[config.mk]
export PLATFORM = sky130hd
export DESIGN_NAME = lsw_top
export DESIGN_NICKNAME = d
export VERILOG_FILES = /design/src/hdl/lsw_pkg.sv /design/src/hdl/lsw_loop_flags.sv /design/src/hdl/lsw_save_ctl.sv /design/src/hdl/lsw_top.sv
export VERILOG_INCLUDE_DIRS = /design/src /design/src/hdl
export SDC_FILE = /design/constraint.sdc
export NUM_CORES = 1
export LEC_CHECK = 0
export BUFFER_PORTS_ARGS = -buffer_cell sky130_fd_sc_hd__buf_2
export CORE_ASPECT_RATIO = 1.2
export CORE_MARGIN = 10
export CORE_UTILIZATION = 30
export DETAILED_ROUTE_END_ITERATION = 10
export SYNTH_ARGS = -nofsm -noshare
export SYNTH_HDL_FRONTEND = slang
export SYNTH_SLANG_ARGS = --single-unit
[constraint.sdc]
create_clock -name sys_clk -period 5.2 [get_ports sys_clk]
set_input_delay 0.52 -clock sys_clk [delete_from_list [all_inputs] [get_ports sys_clk]]
set_output_delay 0.52 -clock sys_clk [all_outputs]
set_load 0.02 [all_outputs]
[src/hdl/lsw_map.svh]
// register offsets, flag positions, reset values and limits of the loop status word block
// Overview of operation
// - each loop has its own status word, same bit layout, every used bit a flag
// - bits 5 to 7 unused; bit 8 is stop, bit 9 is setting error
// - alarm flags (bits 0, 1) are 1 while temperature is inside their range
// - burnout flag (bit 2) is 1 while heater current is below the threshold
// - autotune flag (bit 3) is 1 while autotuning runs, 0 once it ends
// - output flag (bit 4) is 1 while the control output is on
// - pid flag (bit 10) sets when autotuning updates the pid constants
// - while the pid flag is 1 host pid constants are ignored, else loaded
// - standby flag (bit 11) is 1 after reset until the first refresh exchange
// - cold junction flag (bit 12) is 1 on a cold junction sensor fault
// - overflow flag (bit 13) is 1 while heater current exceeds 55.0 A
// - sensor flag (bit 14) on absent or open sensor or out-of-range input
// - rising save request writes non-volatile memory, then save flag (bit 15) sets
// - falling save request clears the save flag; it is 0 after reset
// - stop flag is 0 while the loop controls and 1 while it is stopped
// - setting error flag is 1 while a host set value is invalid
`ifndef LSW_MAP_SVH
`define LSW_MAP_SVH

`define LSW_OFS_LOOP1_FLAGS 8'h00
`define LSW_OFS_LOOP2_FLAGS 8'h01
`define LSW_OFS_EVT_STATUS  8'h02
`define LSW_OFS_EVT_MASK    8'h03
`define LSW_OFS_CONTROL     8'h04
`define LSW_OFS_CFG_LOOP1   8'h10
`define LSW_OFS_CFG_LOOP2   8'h20

`define LSW_CFG_AL1_LO 3'h0
`define LSW_CFG_AL1_HI 3'h1
`define LSW_CFG_AL2_LO 3'h2
`define LSW_CFG_AL2_HI 3'h3
`define LSW_CFG_HB_THR 3'h4
`define LSW_CFG_PID_P  3'h5
`define LSW_CFG_PID_I  3'h6
`define LSW_CFG_PID_D  3'h7

`define LSW_BIT_ALARM_TWO 0
`define LSW_BIT_ALARM_ONE 1
`define LSW_BIT_BURNOUT   2
`define LSW_BIT_AUTOTUNE  3
`define LSW_BIT_OUTPUT    4
`define LSW_BIT_HALTED    8
`define LSW_BIT_SETTING   9
`define LSW_BIT_PID       10
`define LSW_BIT_STANDBY   11
`define LSW_BIT_COLD_JCT  12
`define LSW_BIT_OVERFLOW  13
`define LSW_BIT_SENSOR    14
`define LSW_BIT_SAVE      15

`define LSW_CTRL_SAVE1   0
`define LSW_CTRL_RUN1    2
`define LSW_CTRL_PIDREL1 4

`define LSW_CTRL_STORE_MASK 16'h000F
`define LSW_EVT_USED_MASK   16'h7F7F
`define LSW_RST_CTRL        16'h0000
`define LSW_RST_MASK        16'h0000
`define LSW_RST_STATUS      16'h0000
`define LSW_RST_WORD        16'h0800
`define LSW_RST_CFG_FIELD   16'h0000

// heater current in 0.1 A steps, temperature in signed 0.1 degree steps
`define LSW_CT_LIMIT 16'h0226
`define LSW_TEMP_MIN 16'shFE70
`define LSW_TEMP_MAX 16'sh0FA0

`endif

[src/hdl/lsw_pkg.sv]
// types shared by the loop status word block
package lsw_pkg;

  typedef struct packed {
    logic [15:0] p;
    logic [15:0] i;
    logic [15:0] d;
  } lsw_pid_t;

  typedef struct packed {
    logic signed [15:0] temperature;
    logic [15:0]        heater_current;
    logic               autotune_running;
    logic               autotune_update;
    lsw_pid_t           tuned;
    logic               output_on;
    logic               cj_fault;
    logic               sensor_absent;
    logic               sensor_open;
  } lsw_meas_t;

  typedef struct packed {
    logic signed [15:0] al1_lo;
    logic signed [15:0] al1_hi;
    logic signed [15:0] al2_lo;
    logic signed [15:0] al2_hi;
    logic [15:0]        hb_thr;
    lsw_pid_t           pid;
  } lsw_cfg_t;

  typedef struct packed {
    logic [7:0]  addr;
    logic [15:0] wdata;
    logic        wr;
    logic        rd;
  } lsw_bus_req_t;

  typedef enum logic [2:0] {
    LSW_SAVE_IDLE  = 3'b001,
    LSW_SAVE_WRITE = 3'b010,
    LSW_SAVE_DONE  = 3'b100
  } lsw_save_state_t;

endpackage

[src/hdl/lsw_loop_flags.sv]
// condition flags, standby and pid constant selection for one loop
`timescale 1ns/1ns
`include "lsw_map.svh"

module lsw_loop_flags (
  input  logic               sys_clk,
  input  logic               reset,
  input  logic               ce,
  input  lsw_pkg::lsw_meas_t meas,
  input  lsw_pkg::lsw_cfg_t  cfg,
  input  logic               run,
  input  logic               refresh,
  input  logic               pid_release,
  input  logic               save_done,
  output logic [15:0]        word,
  output lsw_pkg::lsw_pid_t  active_pid
);
  logic              standby;
  logic              next_standby;
  logic              pid_computed;
  logic              next_pid_computed;
  logic              sensor_fault;
  logic              setting_fault;
  logic [15:0]       next_word;
  lsw_pkg::lsw_pid_t next_active_pid;

  always_comb begin
    sensor_fault = meas.sensor_absent || meas.sensor_open || (meas.temperature < `LSW_TEMP_MIN) ||
                   (meas.temperature > `LSW_TEMP_MAX);
    setting_fault = (cfg.al1_lo > cfg.al1_hi) || (cfg.al2_lo > cfg.al2_hi) ||
                    (cfg.hb_thr > `LSW_CT_LIMIT);
    next_standby = standby && !refresh;
    next_pid_computed = meas.autotune_update || (pid_computed && !pid_release);
    next_active_pid = pid_computed ? active_pid : cfg.pid;
    if (meas.autotune_update) next_active_pid = meas.tuned;
    next_word = 16'h0000;
    next_word[`LSW_BIT_ALARM_TWO] = (meas.temperature >= cfg.al2_lo) && (meas.temperature <= cfg.al2_hi);
    next_word[`LSW_BIT_ALARM_ONE] = (meas.temperature >= cfg.al1_lo) && (meas.temperature <= cfg.al1_hi);
    next_word[`LSW_BIT_BURNOUT] = meas.heater_current < cfg.hb_thr;
    next_word[`LSW_BIT_AUTOTUNE] = meas.autotune_running;
    next_word[`LSW_BIT_OUTPUT] = meas.output_on;
    next_word[`LSW_BIT_HALTED] = !run;
    next_word[`LSW_BIT_SETTING] = setting_fault;
    next_word[`LSW_BIT_PID] = pid_computed;
    next_word[`LSW_BIT_STANDBY] = standby;
    next_word[`LSW_BIT_COLD_JCT] = meas.cj_fault;
    next_word[`LSW_BIT_OVERFLOW] = meas.heater_current > `LSW_CT_LIMIT;
    next_word[`LSW_BIT_SENSOR] = sensor_fault;
    next_word[`LSW_BIT_SAVE] = save_done;
  end

  always_ff @(posedge sys_clk) begin
    if (reset) begin
      standby      <= 1'b1;
      pid_computed <= 1'b0;
      active_pid   <= '0;
      word         <= `LSW_RST_WORD;
    end else if (ce) begin
      standby      <= next_standby;
      pid_computed <= next_pid_computed;
      active_pid   <= next_active_pid;
      word         <= next_word;
    end
  end
endmodule

[src/hdl/lsw_save_ctl.sv]
// save request sequencer for one loop
`timescale 1ns/1ns

module lsw_save_ctl (
  input  logic sys_clk,
  input  logic reset,
  input  logic ce,
  input  logic save_req,
  input  logic nvm_done,
  output logic nvm_write,
  output logic save_done
);
  lsw_pkg::lsw_save_state_t state, next_state;
  logic                     req_q;

  always_comb begin
    next_state = state;
    unique case (state)
      lsw_pkg::LSW_SAVE_IDLE: begin
        if (save_req && !req_q) next_state = lsw_pkg::LSW_SAVE_WRITE;
      end
      lsw_pkg::LSW_SAVE_WRITE: begin
        // a request dropped mid-write lets the write finish but reports nothing
        if (nvm_done) next_state = save_req ? lsw_pkg::LSW_SAVE_DONE : lsw_pkg::LSW_SAVE_IDLE;
      end
      lsw_pkg::LSW_SAVE_DONE: begin
        if (!save_req && req_q) next_state = lsw_pkg::LSW_SAVE_IDLE;
      end
      default: next_state = lsw_pkg::LSW_SAVE_IDLE;
    endcase
  end

  always_ff @(posedge sys_clk) begin
    if (reset) begin
      state <= lsw_pkg::LSW_SAVE_IDLE;
      req_q <= 1'b0;
    end else if (ce) begin
      state <= next_state;
      req_q <= save_req;
    end
  end

  assign nvm_write = (state == lsw_pkg::LSW_SAVE_WRITE);
  assign save_done = (state == lsw_pkg::LSW_SAVE_DONE);
endmodule

[src/hdl/lsw_top.sv]
// register port, event interrupt and two loop status word channels
//
// The implementer's own choices: the placing of the registers and strobed register access.
`timescale 1ns/1ns
`include "lsw_map.svh"

module lsw_top (
  input  logic                           sys_clk,
  input  logic                           reset,
  input  logic                           ce,
  input  lsw_pkg::lsw_bus_req_t          bus,
  output logic [15:0]                    rdata,
  input  lsw_pkg::lsw_meas_t [1:0]       meas,
  input  logic [1:0]                     nvm_done,
  output logic [1:0]                     nvm_write,
  output lsw_pkg::lsw_pid_t [1:0]        active_pid,
  output logic                           irq
);

  logic [1:0][15:0]             loop_word;
  logic [1:0][15:0]             word_prev;
  logic [1:0][15:0]             rose;
  lsw_pkg::lsw_cfg_t [1:0]      cfg_q;
  lsw_pkg::lsw_cfg_t [1:0]      next_cfg;
  logic [15:0]                  ctrl_q;
  logic [15:0]                  next_ctrl;
  logic [15:0]                  mask_q;
  logic [15:0]                  next_mask;
  logic [15:0]                  status_q;
  logic [15:0]                  next_status;
  logic [15:0]                  next_rdata;
  logic [15:0]                  events;
  logic [1:0]                   refresh;
  logic [1:0]                   pid_release;
  logic [1:0]                   save_done;
  logic                         hit_cfg;
  logic                         cfg_loop;
  logic [2:0]                   cfg_idx;

  // config windows sit at 0x10 and 0x20, eight words each
  assign cfg_loop = bus.addr[5];
  assign cfg_idx  = bus.addr[2:0];
  assign hit_cfg  = (bus.addr[7:6] == 2'h0) && (bus.addr[5] != bus.addr[4]) && !bus.addr[3];

  function automatic logic [15:0] cfg_read(
    input lsw_pkg::lsw_cfg_t c,
    input logic [2:0]        idx
  );
    logic [15:0] v;
    v = 16'h0000;
    unique case (idx)
      `LSW_CFG_AL1_LO: v = c.al1_lo;
      `LSW_CFG_AL1_HI: v = c.al1_hi;
      `LSW_CFG_AL2_LO: v = c.al2_lo;
      `LSW_CFG_AL2_HI: v = c.al2_hi;
      `LSW_CFG_HB_THR: v = c.hb_thr;
      `LSW_CFG_PID_P:  v = c.pid.p;
      `LSW_CFG_PID_I:  v = c.pid.i;
      `LSW_CFG_PID_D:  v = c.pid.d;
    endcase
    return v;
  endfunction

  function automatic lsw_pkg::lsw_cfg_t cfg_write(
    input lsw_pkg::lsw_cfg_t c,
    input logic [2:0]        idx,
    input logic [15:0]       data
  );
    lsw_pkg::lsw_cfg_t r;
    r = c;
    unique case (idx)
      `LSW_CFG_AL1_LO: r.al1_lo = data;
      `LSW_CFG_AL1_HI: r.al1_hi = data;
      `LSW_CFG_AL2_LO: r.al2_lo = data;
      `LSW_CFG_AL2_HI: r.al2_hi = data;
      `LSW_CFG_HB_THR: r.hb_thr = data;
      `LSW_CFG_PID_P:  r.pid.p = data;
      `LSW_CFG_PID_I:  r.pid.i = data;
      `LSW_CFG_PID_D:  r.pid.d = data;
    endcase
    return r;
  endfunction

  // fault and completion flags that are worth an interrupt, packed into one byte
  function automatic logic [7:0] evt_bits(input logic [15:0] w);
    return {1'b0, w[`LSW_BIT_SAVE], w[`LSW_BIT_SENSOR], w[`LSW_BIT_OVERFLOW],
            w[`LSW_BIT_COLD_JCT], w[`LSW_BIT_PID], w[`LSW_BIT_SETTING], w[`LSW_BIT_BURNOUT]};
  endfunction

  assign rose   = loop_word & ~word_prev;
  assign events = {evt_bits(rose[1]), evt_bits(rose[0])};

  always_comb begin
    next_cfg    = cfg_q;
    next_ctrl   = ctrl_q;
    next_mask   = mask_q;
    next_status = status_q;
    next_rdata  = 16'h0000;
    refresh     = 2'b00;
    pid_release = 2'b00;
    if (bus.wr) begin
      if (hit_cfg) begin
        next_cfg[cfg_loop] = cfg_write(cfg_q[cfg_loop], cfg_idx, bus.wdata);
      end else if (bus.addr == `LSW_OFS_CONTROL) begin
        next_ctrl   = bus.wdata & `LSW_CTRL_STORE_MASK;
        pid_release = bus.wdata[`LSW_CTRL_PIDREL1 +: 2];
      end else if (bus.addr == `LSW_OFS_EVT_MASK) begin
        next_mask = bus.wdata & `LSW_EVT_USED_MASK;
      end
      // the two status words and the event register take no writes
    end
    if (bus.rd) begin
      if (hit_cfg) begin
        next_rdata = cfg_read(cfg_q[cfg_loop], cfg_idx);
      end else begin
        case (bus.addr)
          `LSW_OFS_LOOP1_FLAGS: begin
            next_rdata = loop_word[0];
            refresh[0] = 1'b1;
          end
          `LSW_OFS_LOOP2_FLAGS: begin
            next_rdata = loop_word[1];
            refresh[1] = 1'b1;
          end
          `LSW_OFS_EVT_STATUS: begin
            next_rdata  = status_q;
            next_status = 16'h0000;
          end
          `LSW_OFS_EVT_MASK: next_rdata = mask_q;
          `LSW_OFS_CONTROL:  next_rdata = ctrl_q;
          default:           next_rdata = 16'h0000;
        endcase
      end
    end
    // an event in the clearing read's own cycle survives the clear
    next_status = next_status | events;
  end

  always_ff @(posedge sys_clk) begin
    if (reset) begin
      cfg_q     <= {16{`LSW_RST_CFG_FIELD}};
      ctrl_q    <= `LSW_RST_CTRL;
      mask_q    <= `LSW_RST_MASK;
      status_q  <= `LSW_RST_STATUS;
      rdata     <= 16'h0000;
      word_prev <= {2{`LSW_RST_WORD}};
    end else if (ce) begin
      cfg_q     <= next_cfg;
      ctrl_q    <= next_ctrl;
      mask_q    <= next_mask;
      status_q  <= next_status;
      rdata     <= next_rdata;
      word_prev <= loop_word;
    end
  end

  assign irq = |(status_q & mask_q);

  for (genvar l = 0; l < 2; l++) begin : g_loop
    lsw_save_ctl u_save (
      .sys_clk   (sys_clk),
      .reset     (reset),
      .ce        (ce),
      .save_req  (ctrl_q[`LSW_CTRL_SAVE1 + l]),
      .nvm_done  (nvm_done[l]),
      .nvm_write (nvm_write[l]),
      .save_done (save_done[l])
    );

    lsw_loop_flags u_flags (
      .sys_clk     (sys_clk),
      .reset       (reset),
      .ce          (ce),
      .meas        (meas[l]),
      .cfg         (cfg_q[l]),
      .run         (ctrl_q[`LSW_CTRL_RUN1 + l]),
      .refresh     (refresh[l]),
      .pid_release (pid_release[l]),
      .save_done   (save_done[l]),
      .word        (loop_word[l]),
      .active_pid  (active_pid[l])
    );
  end
endmodule
### Word level (Yosys, flattened, before mapping)

Index checks and enable logic that the tools add are counted.

* register bits: 466
* bits in latches: 0
* memory bits (writable): 0
* bits in read-only memories: 0
* output and inout bits: 115
* word-level logic and storage cells: 200
* memories kept: 0

* add/subtract/negate cells: 0
* multiply operators: 0
* div/mod/pow operators: 0
* order comparisons: 24
* equal/unequal tests: 26
* shift-type cells: 0
* mux-type cells: 57
* bitwise logic cells: 6
* reductions and logical operators: 49

Operators with widths (number)
* $mux W16: 29
* $mux W128: 3
* $bwmux W256: 1
* $mux W48: 4
* $demux W128 S1: 1
* $pmux W16 S8: 1
* $pmux W16 S5: 1
* $ge A16 B16 Y1: 4
* $gt A16 B10 Y1 const B: 4
* $gt A16 B16 Y1: 4
* $le A16 B16 Y1: 4
* $and A32 B32 Y32: 1
* $gt A16 B13 Y1 const B: 2
* $lt A16 B10 Y1 const B: 2
* $lt A16 B16 Y1: 2
* $not A32 Y32: 1
* $mux W3: 8
* $eq A3 B3 Y1 const B: 6
* $pmux W3 S3: 2
* $and A16 B15 Y16: 1
* $eq A8 B2 Y1 const B: 2
* $or A16 B15 Y16: 1
* $reduce_or A16 Y1: 1
* $logic_and A1 B1 Y1: 15
* 21 further kinds: 62

### Longest topological paths before layout

* depth in word-level cells: 8
* mapped depth: 11

### Cells and area by module

Synthesis repeated with hierarchy kept, for this count alone.

* cell total of the unflattened synthesis: 3069
* area total of the unflattened synthesis: 25677.1 um^2

By module, submodules not included
* lsw_top: instances 1, cells an instance 1689, area each 14162.3 um^2, sequential area each 6366.1 um^2
* lsw_loop_flags at g_loop[0].u_flags: instances 1, cells an instance 660, area each 5532.8 um^2, sequential area each 1261.2 um^2
* lsw_loop_flags at g_loop[1].u_flags: instances 1, cells an instance 660, area each 5494.0 um^2, sequential area each 1261.2 um^2
* lsw_save_ctl: instances 2, cells an instance 30, area each 244.0 um^2, sequential area each 80.1 um^2

### Worst setup path after synthesis

Ideal clock, no wire load.

* path type: input to register
* from: in bus[23] in the netlist's numbering
* to: reg status_q[10]
* data arrival time: 2.177 ns
* data required time: 5.072 ns
* setup slack: 2.896 ns
* stages: 9
* path buffers: 3
* path through: clkbuf_1 > inv_1 > ha_1 > nand3b_1 > or3_1 > clkbuf_1 > buf_2 > a21oi_1 > nor2_1

* longest elaborated chain between the ends: 6
* elaborated cells between the ends (all ways): 8
* classes of those cells: eq/ne (2); mux (3); bitwise (1); reduce/logical (2)

Ends and longest elaborated chain
* start, declared: RTL line lsw_top.sv:11 `input lsw_pkg::lsw_bus_req_t bus,`
* parallel branches: the longest is 3 deep, another holds $mux W16
* $mux W16 (*): RTL line lsw_top.sv:113 `if (hit_cfg) begin`
* $mux W16 (*): RTL line lsw_top.sv:112 `if (bus.rd) begin`
* $or A16 B15 Y16 (*): RTL line lsw_top.sv:136 `next_status = next_status | events;`
* end signal, assigned: RTL line lsw_top.sv:144 `` status_q <= `LSW_RST_STATUS; ``
* end signal, assigned: RTL line lsw_top.sv:151 `status_q <= next_status;`
* end, declared: RTL line lsw_top.sv:29 `logic [15:0] status_q;`

Mark *: on every way between the ends.
A chain may end at the register's enable or synchronous reset.

### Worst setup path after layout

* from: reg cfg_q[77] in the netlist's numbering
* to: reg g_loop[0].u_flags.word[9]

* longest elaborated chain between the ends: 3

Ends and longest elaborated chain
* start, declared: RTL line lsw_top.sv:23 `lsw_pkg::lsw_cfg_t [1:0] cfg_q;`
* start signal, assigned: RTL line lsw_top.sv:141 `` cfg_q <= {16{`LSW_RST_CFG_FIELD}}; ``
* start signal, assigned: RTL line lsw_top.sv:148 `cfg_q <= next_cfg;`
* $gt A16 B16 Y1: RTL line lsw_loop_flags.sv:30 `setting_fault = (cfg.al1_lo > cfg.al1_hi) || (cfg.al2_lo > cfg.al2_hi) ||`
* $logic_or A1 B1 Y1 (2 in a row): RTL line lsw_loop_flags.sv:30
* end signal, assigned: RTL line lsw_loop_flags.sv:57 `` word <= `LSW_RST_WORD; ``
* end signal, assigned: RTL line lsw_loop_flags.sv:62 `word <= next_word;`
* end, declared: RTL line lsw_loop_flags.sv:15 `output logic [15:0] word,`

No other way between the ends.

==> metrics.txt <==
Ys Warns=0; Die H=between 300 and 400 um; Hold/Removal Path Class=input port to flip-flop; largest area contributor in the netlist=dfxtp_1; Slew headroom=21.01%; Post-synth top cells=nor2_1, dfxtp_1, a21oi_1; Highest Signal Layer=met5; max-cap violations=0; initial drt markers=~2,100; Via density=approximately 5.3; routed len/inst=22.73 um; DR WL met2=slightly below 50,000 um; Hold Buf Count CTS=0; Placed Area=between 20,000 and 30,000 um2; sequential share of the synthesized area=between 30% and 40%; Post-Syn Area=around 26,000 um2; maximum VDD drop=between 0.2 and 0.3 mV; crit-path max cell delay=0.91 ns; post_cts resized=0; vias in the first global route=23,610; P_int=approximately 6200 uW; Post-Place Cells=4,622; sw frac=a little over a quarter; vias=25,180; Flop pwr share=~42%; setup TNS=0 ns; Die W=slightly below 300 um; FF-to-FF setup slack=~2.2 ns; CTS clock-pin slew for the worst setup and hold paths=approximately 0.06 ns; CP Cell Sequence=inv_1 -> ha_1 -> a21o_1 -> a2111o_1 -> nor2_1 -> o2111ai_1 -> a221oi_1 -> o22ai_1; Synth Net Count=between 3,000 and 4,000; number of buffers added for setup after CTS=0; Max Freq=~330 MHz; total gr overflow=0; top-count cell post-synth=nor2_1; Yosys cell types=67; ratio of cells with drive above 1 in the final layout=a little over an eighth; Max FO, Critical Path=3; Worst EP arrival=3.48 ns; Net Switching=roughly 2300 uW; WL met1=44,290 um; Fillers=roughly 9,300; asr flop ratio synth=0%; most area-consuming cells after synthesis=dfxtp_1, ha_1, nor2_1; Leakage Power=0.01288 uW; Residual DRC=0; # setup viols final=0; total track usage=20.24%; number of synthesized flops with an enable pin=0; root buf cell=clkbuf_16; TritonCTS buffer count=54; crit path max-delay cell type=a221oi_1; H-tree lvl count=2; wire length on met3=8224 um; Clk pwr share=a little under half; Design Power=between 8000 and 9000 uW; Max Slew Vio Count=0; Max Root-Sink Buffers=3; pwr dens=280.1 nW/um2; Layout area overhead=15.15%; CP Class=flip-flop to flip-flop; min Tclk post-route=around 3.0 ns; Buffers on Ports=317; DPL Wire Length=approximately 81,000 um; CP Launch Type=flip-flop; syn avg cell area=between 7 and 8 um2; CP endpoint kind=flip-flop; initial antenna violation count=21; Least-Margin Pin Slew=1.181 ns; DRT Pass-1 Iters=6; Worst EP required=between 5 and 6 ns; post-synth top area share=approximately a third; Routed Wire Length=about 110,000 um; RSZ-0062 raised after global routing=false; Top FF cell, synth=dfxtp_1; Cell Rows=between 100 and 150; first-pass GRT wire length=approximately 160,000 um; register bit total from synthesis=approximately 450; clock skew=0.03828 ns; Fin. Hold Viols=0; status=completed; largest net degree at the start of global routing=between 150 and 200; Antenna Nets Post-Route=0; RePlAce Congestion=0.9612; clock sinks=between 400 and 500; CTS tree=yes; cells after synthesis=approximately 3,400; Initial Utilization=a little under a third; period utilization=roughly 57%; I/O pin count=318; core area=around 90,000 um2; final net count=roughly 4,000; clock latency on the worst-skew pair=about 0.64 ns; die area=100,500 um2; final instance area=between 30,000 and 40,000 um2; Comb power frac=about 11%; non-filler cells, final=roughly 4,700
==> registers in the layout, indices dropped and copies added (netlist names) <==
name / flops
cfg_q: 256
g_loop.u_flags.active_pid: 96
g_loop.u_flags.word: 26
rdata: 16
mask_q: 14
status_q: 14
word_prev: 14
g_loop.u_save.state: 6
ctrl_q: 4
g_loop.u_flags.pid_computed: 2
g_loop.u_flags.standby: 2
g_loop.u_save.req_q: 2
==> layer usage <==
metal  global-route usage [%]  vias to the layer above
met3                    4.084                      239
met1                    25.16                    11850
met4                    9.436                       14
met2                    33.12                      946
met5                        0                        -
li1                         -                    12130
==> cells by family (layout without fill, tap and decap cells) <==
kind of cell	Yosys count	count (layout)	share of synthesized area [%]
AOI/OAI and AO/OA	877	877	19.74
buffers and inverters	414	636	7.366
and+or+nand+nor	1119	1119	17.77
other	0	5	0
muxes	265	265	10.35
DFF	452	452	34.19
adders and majority gates	223	223	10.54
xor gates and xnor gates	1	1	0.03310
==> power groups by stage <==
stage / logic [uW] / registers, uW / clock network [uW]
6_report: 963 / 3600 / 3980
5_1_grt: 1050 / 3600 / 4160
4_1_cts: 957 / 3600 / 4020
3_5_place_dp: 954 / 3670 / 0
3_3_place_gp: 946 / 3670 / 0
2_1_floorplan: 524 / 3720 / 0
==> final timing paths <==
kind / start / end / cells after the start
worst max-delay path: cfg_q[77] / g_loop[0].u_flags.word[9] / 8
worst min register to register: word_prev[14] / word_prev[14] / 2
worst min-delay path: meas[88] / g_loop[1].u_flags.word[12] / 3
worst max register to register: cfg_q[77] / g_loop[0].u_flags.word[9] / 8
==> placed cells by master (no fill, tap or decap), types with 6 or more instances in the layout <==
cell type	Yosys	final
mux2i_1	258	258
clkinv_2	0	12
o22ai_1	58	58
a21boi_0	6	6
a311oi_1	9	9
buf_12	0	6
mux4_2	7	7
nand2b_1	13	13
nor2_1	723	722
nor4_1	22	22
a21o_1	29	29
o2111ai_1	6	6
buf_2	67	315
nand2_1	214	214
clkbuf_16	0	55
and4_1	9	9
a31oi_1	8	8
nor3_1	17	17
a22oi_1	25	25
a211oi_1	112	112
o21a_1	8	8
dfxtp_1	452	452
a221oi_1	12	12
clkinvlp_4	0	9
nand4_1	39	39
o21ai_0	160	160
ha_1	223	223
nor3b_1	7	7
a21oi_1	387	385
o211ai_1	8	8
nand3_1	19	19
clkbuf_8	0	13
nor2b_1	21	21
o21bai_1	7	7
inv_1	185	185
buf_4	19	27
==> final cells by class <==
cell class                      count  area, um2  area share [%]
Inverter                          186      698.2           2.291
Tap cell                         1149       1438           4.718
Sequential cell                   452       9049           29.69
Multi-Input combinational cell   2485      15500           50.86
Antenna cell                        5      12.51         0.04106
Clock inverter                     27      276.5          0.9074
Clock buffer                       73       1574           5.165
Timing Repair Buffer              350       1926           6.319
==> critical path, delay by kind of cell (launching register included) <==
kind | cells | cell delay [ns]
compound gates | 5 | 1.97
fa+ha+maj | 1 | 0.32
buf+inv | 1 | 0.09
flops | 1 | 0.36
simple gates | 1 | 0.11
==> metrics by stage <==
step / setup WS, ns / hold WS (ns) / utilization [%]
floorplan: 2.896 / 0.4150 / -
detailed placement: 1.885 / 0.4556 / 32.62
CTS: 2.260 / 0.1155 / 34.73
global route: 2.161 / 0.1347 / 34.74
finish: 2.213 / 0.1388 / 34.75
global placement: 1.939 / 0.4515 / 32.62
Power figures use the tool's default switching activity.
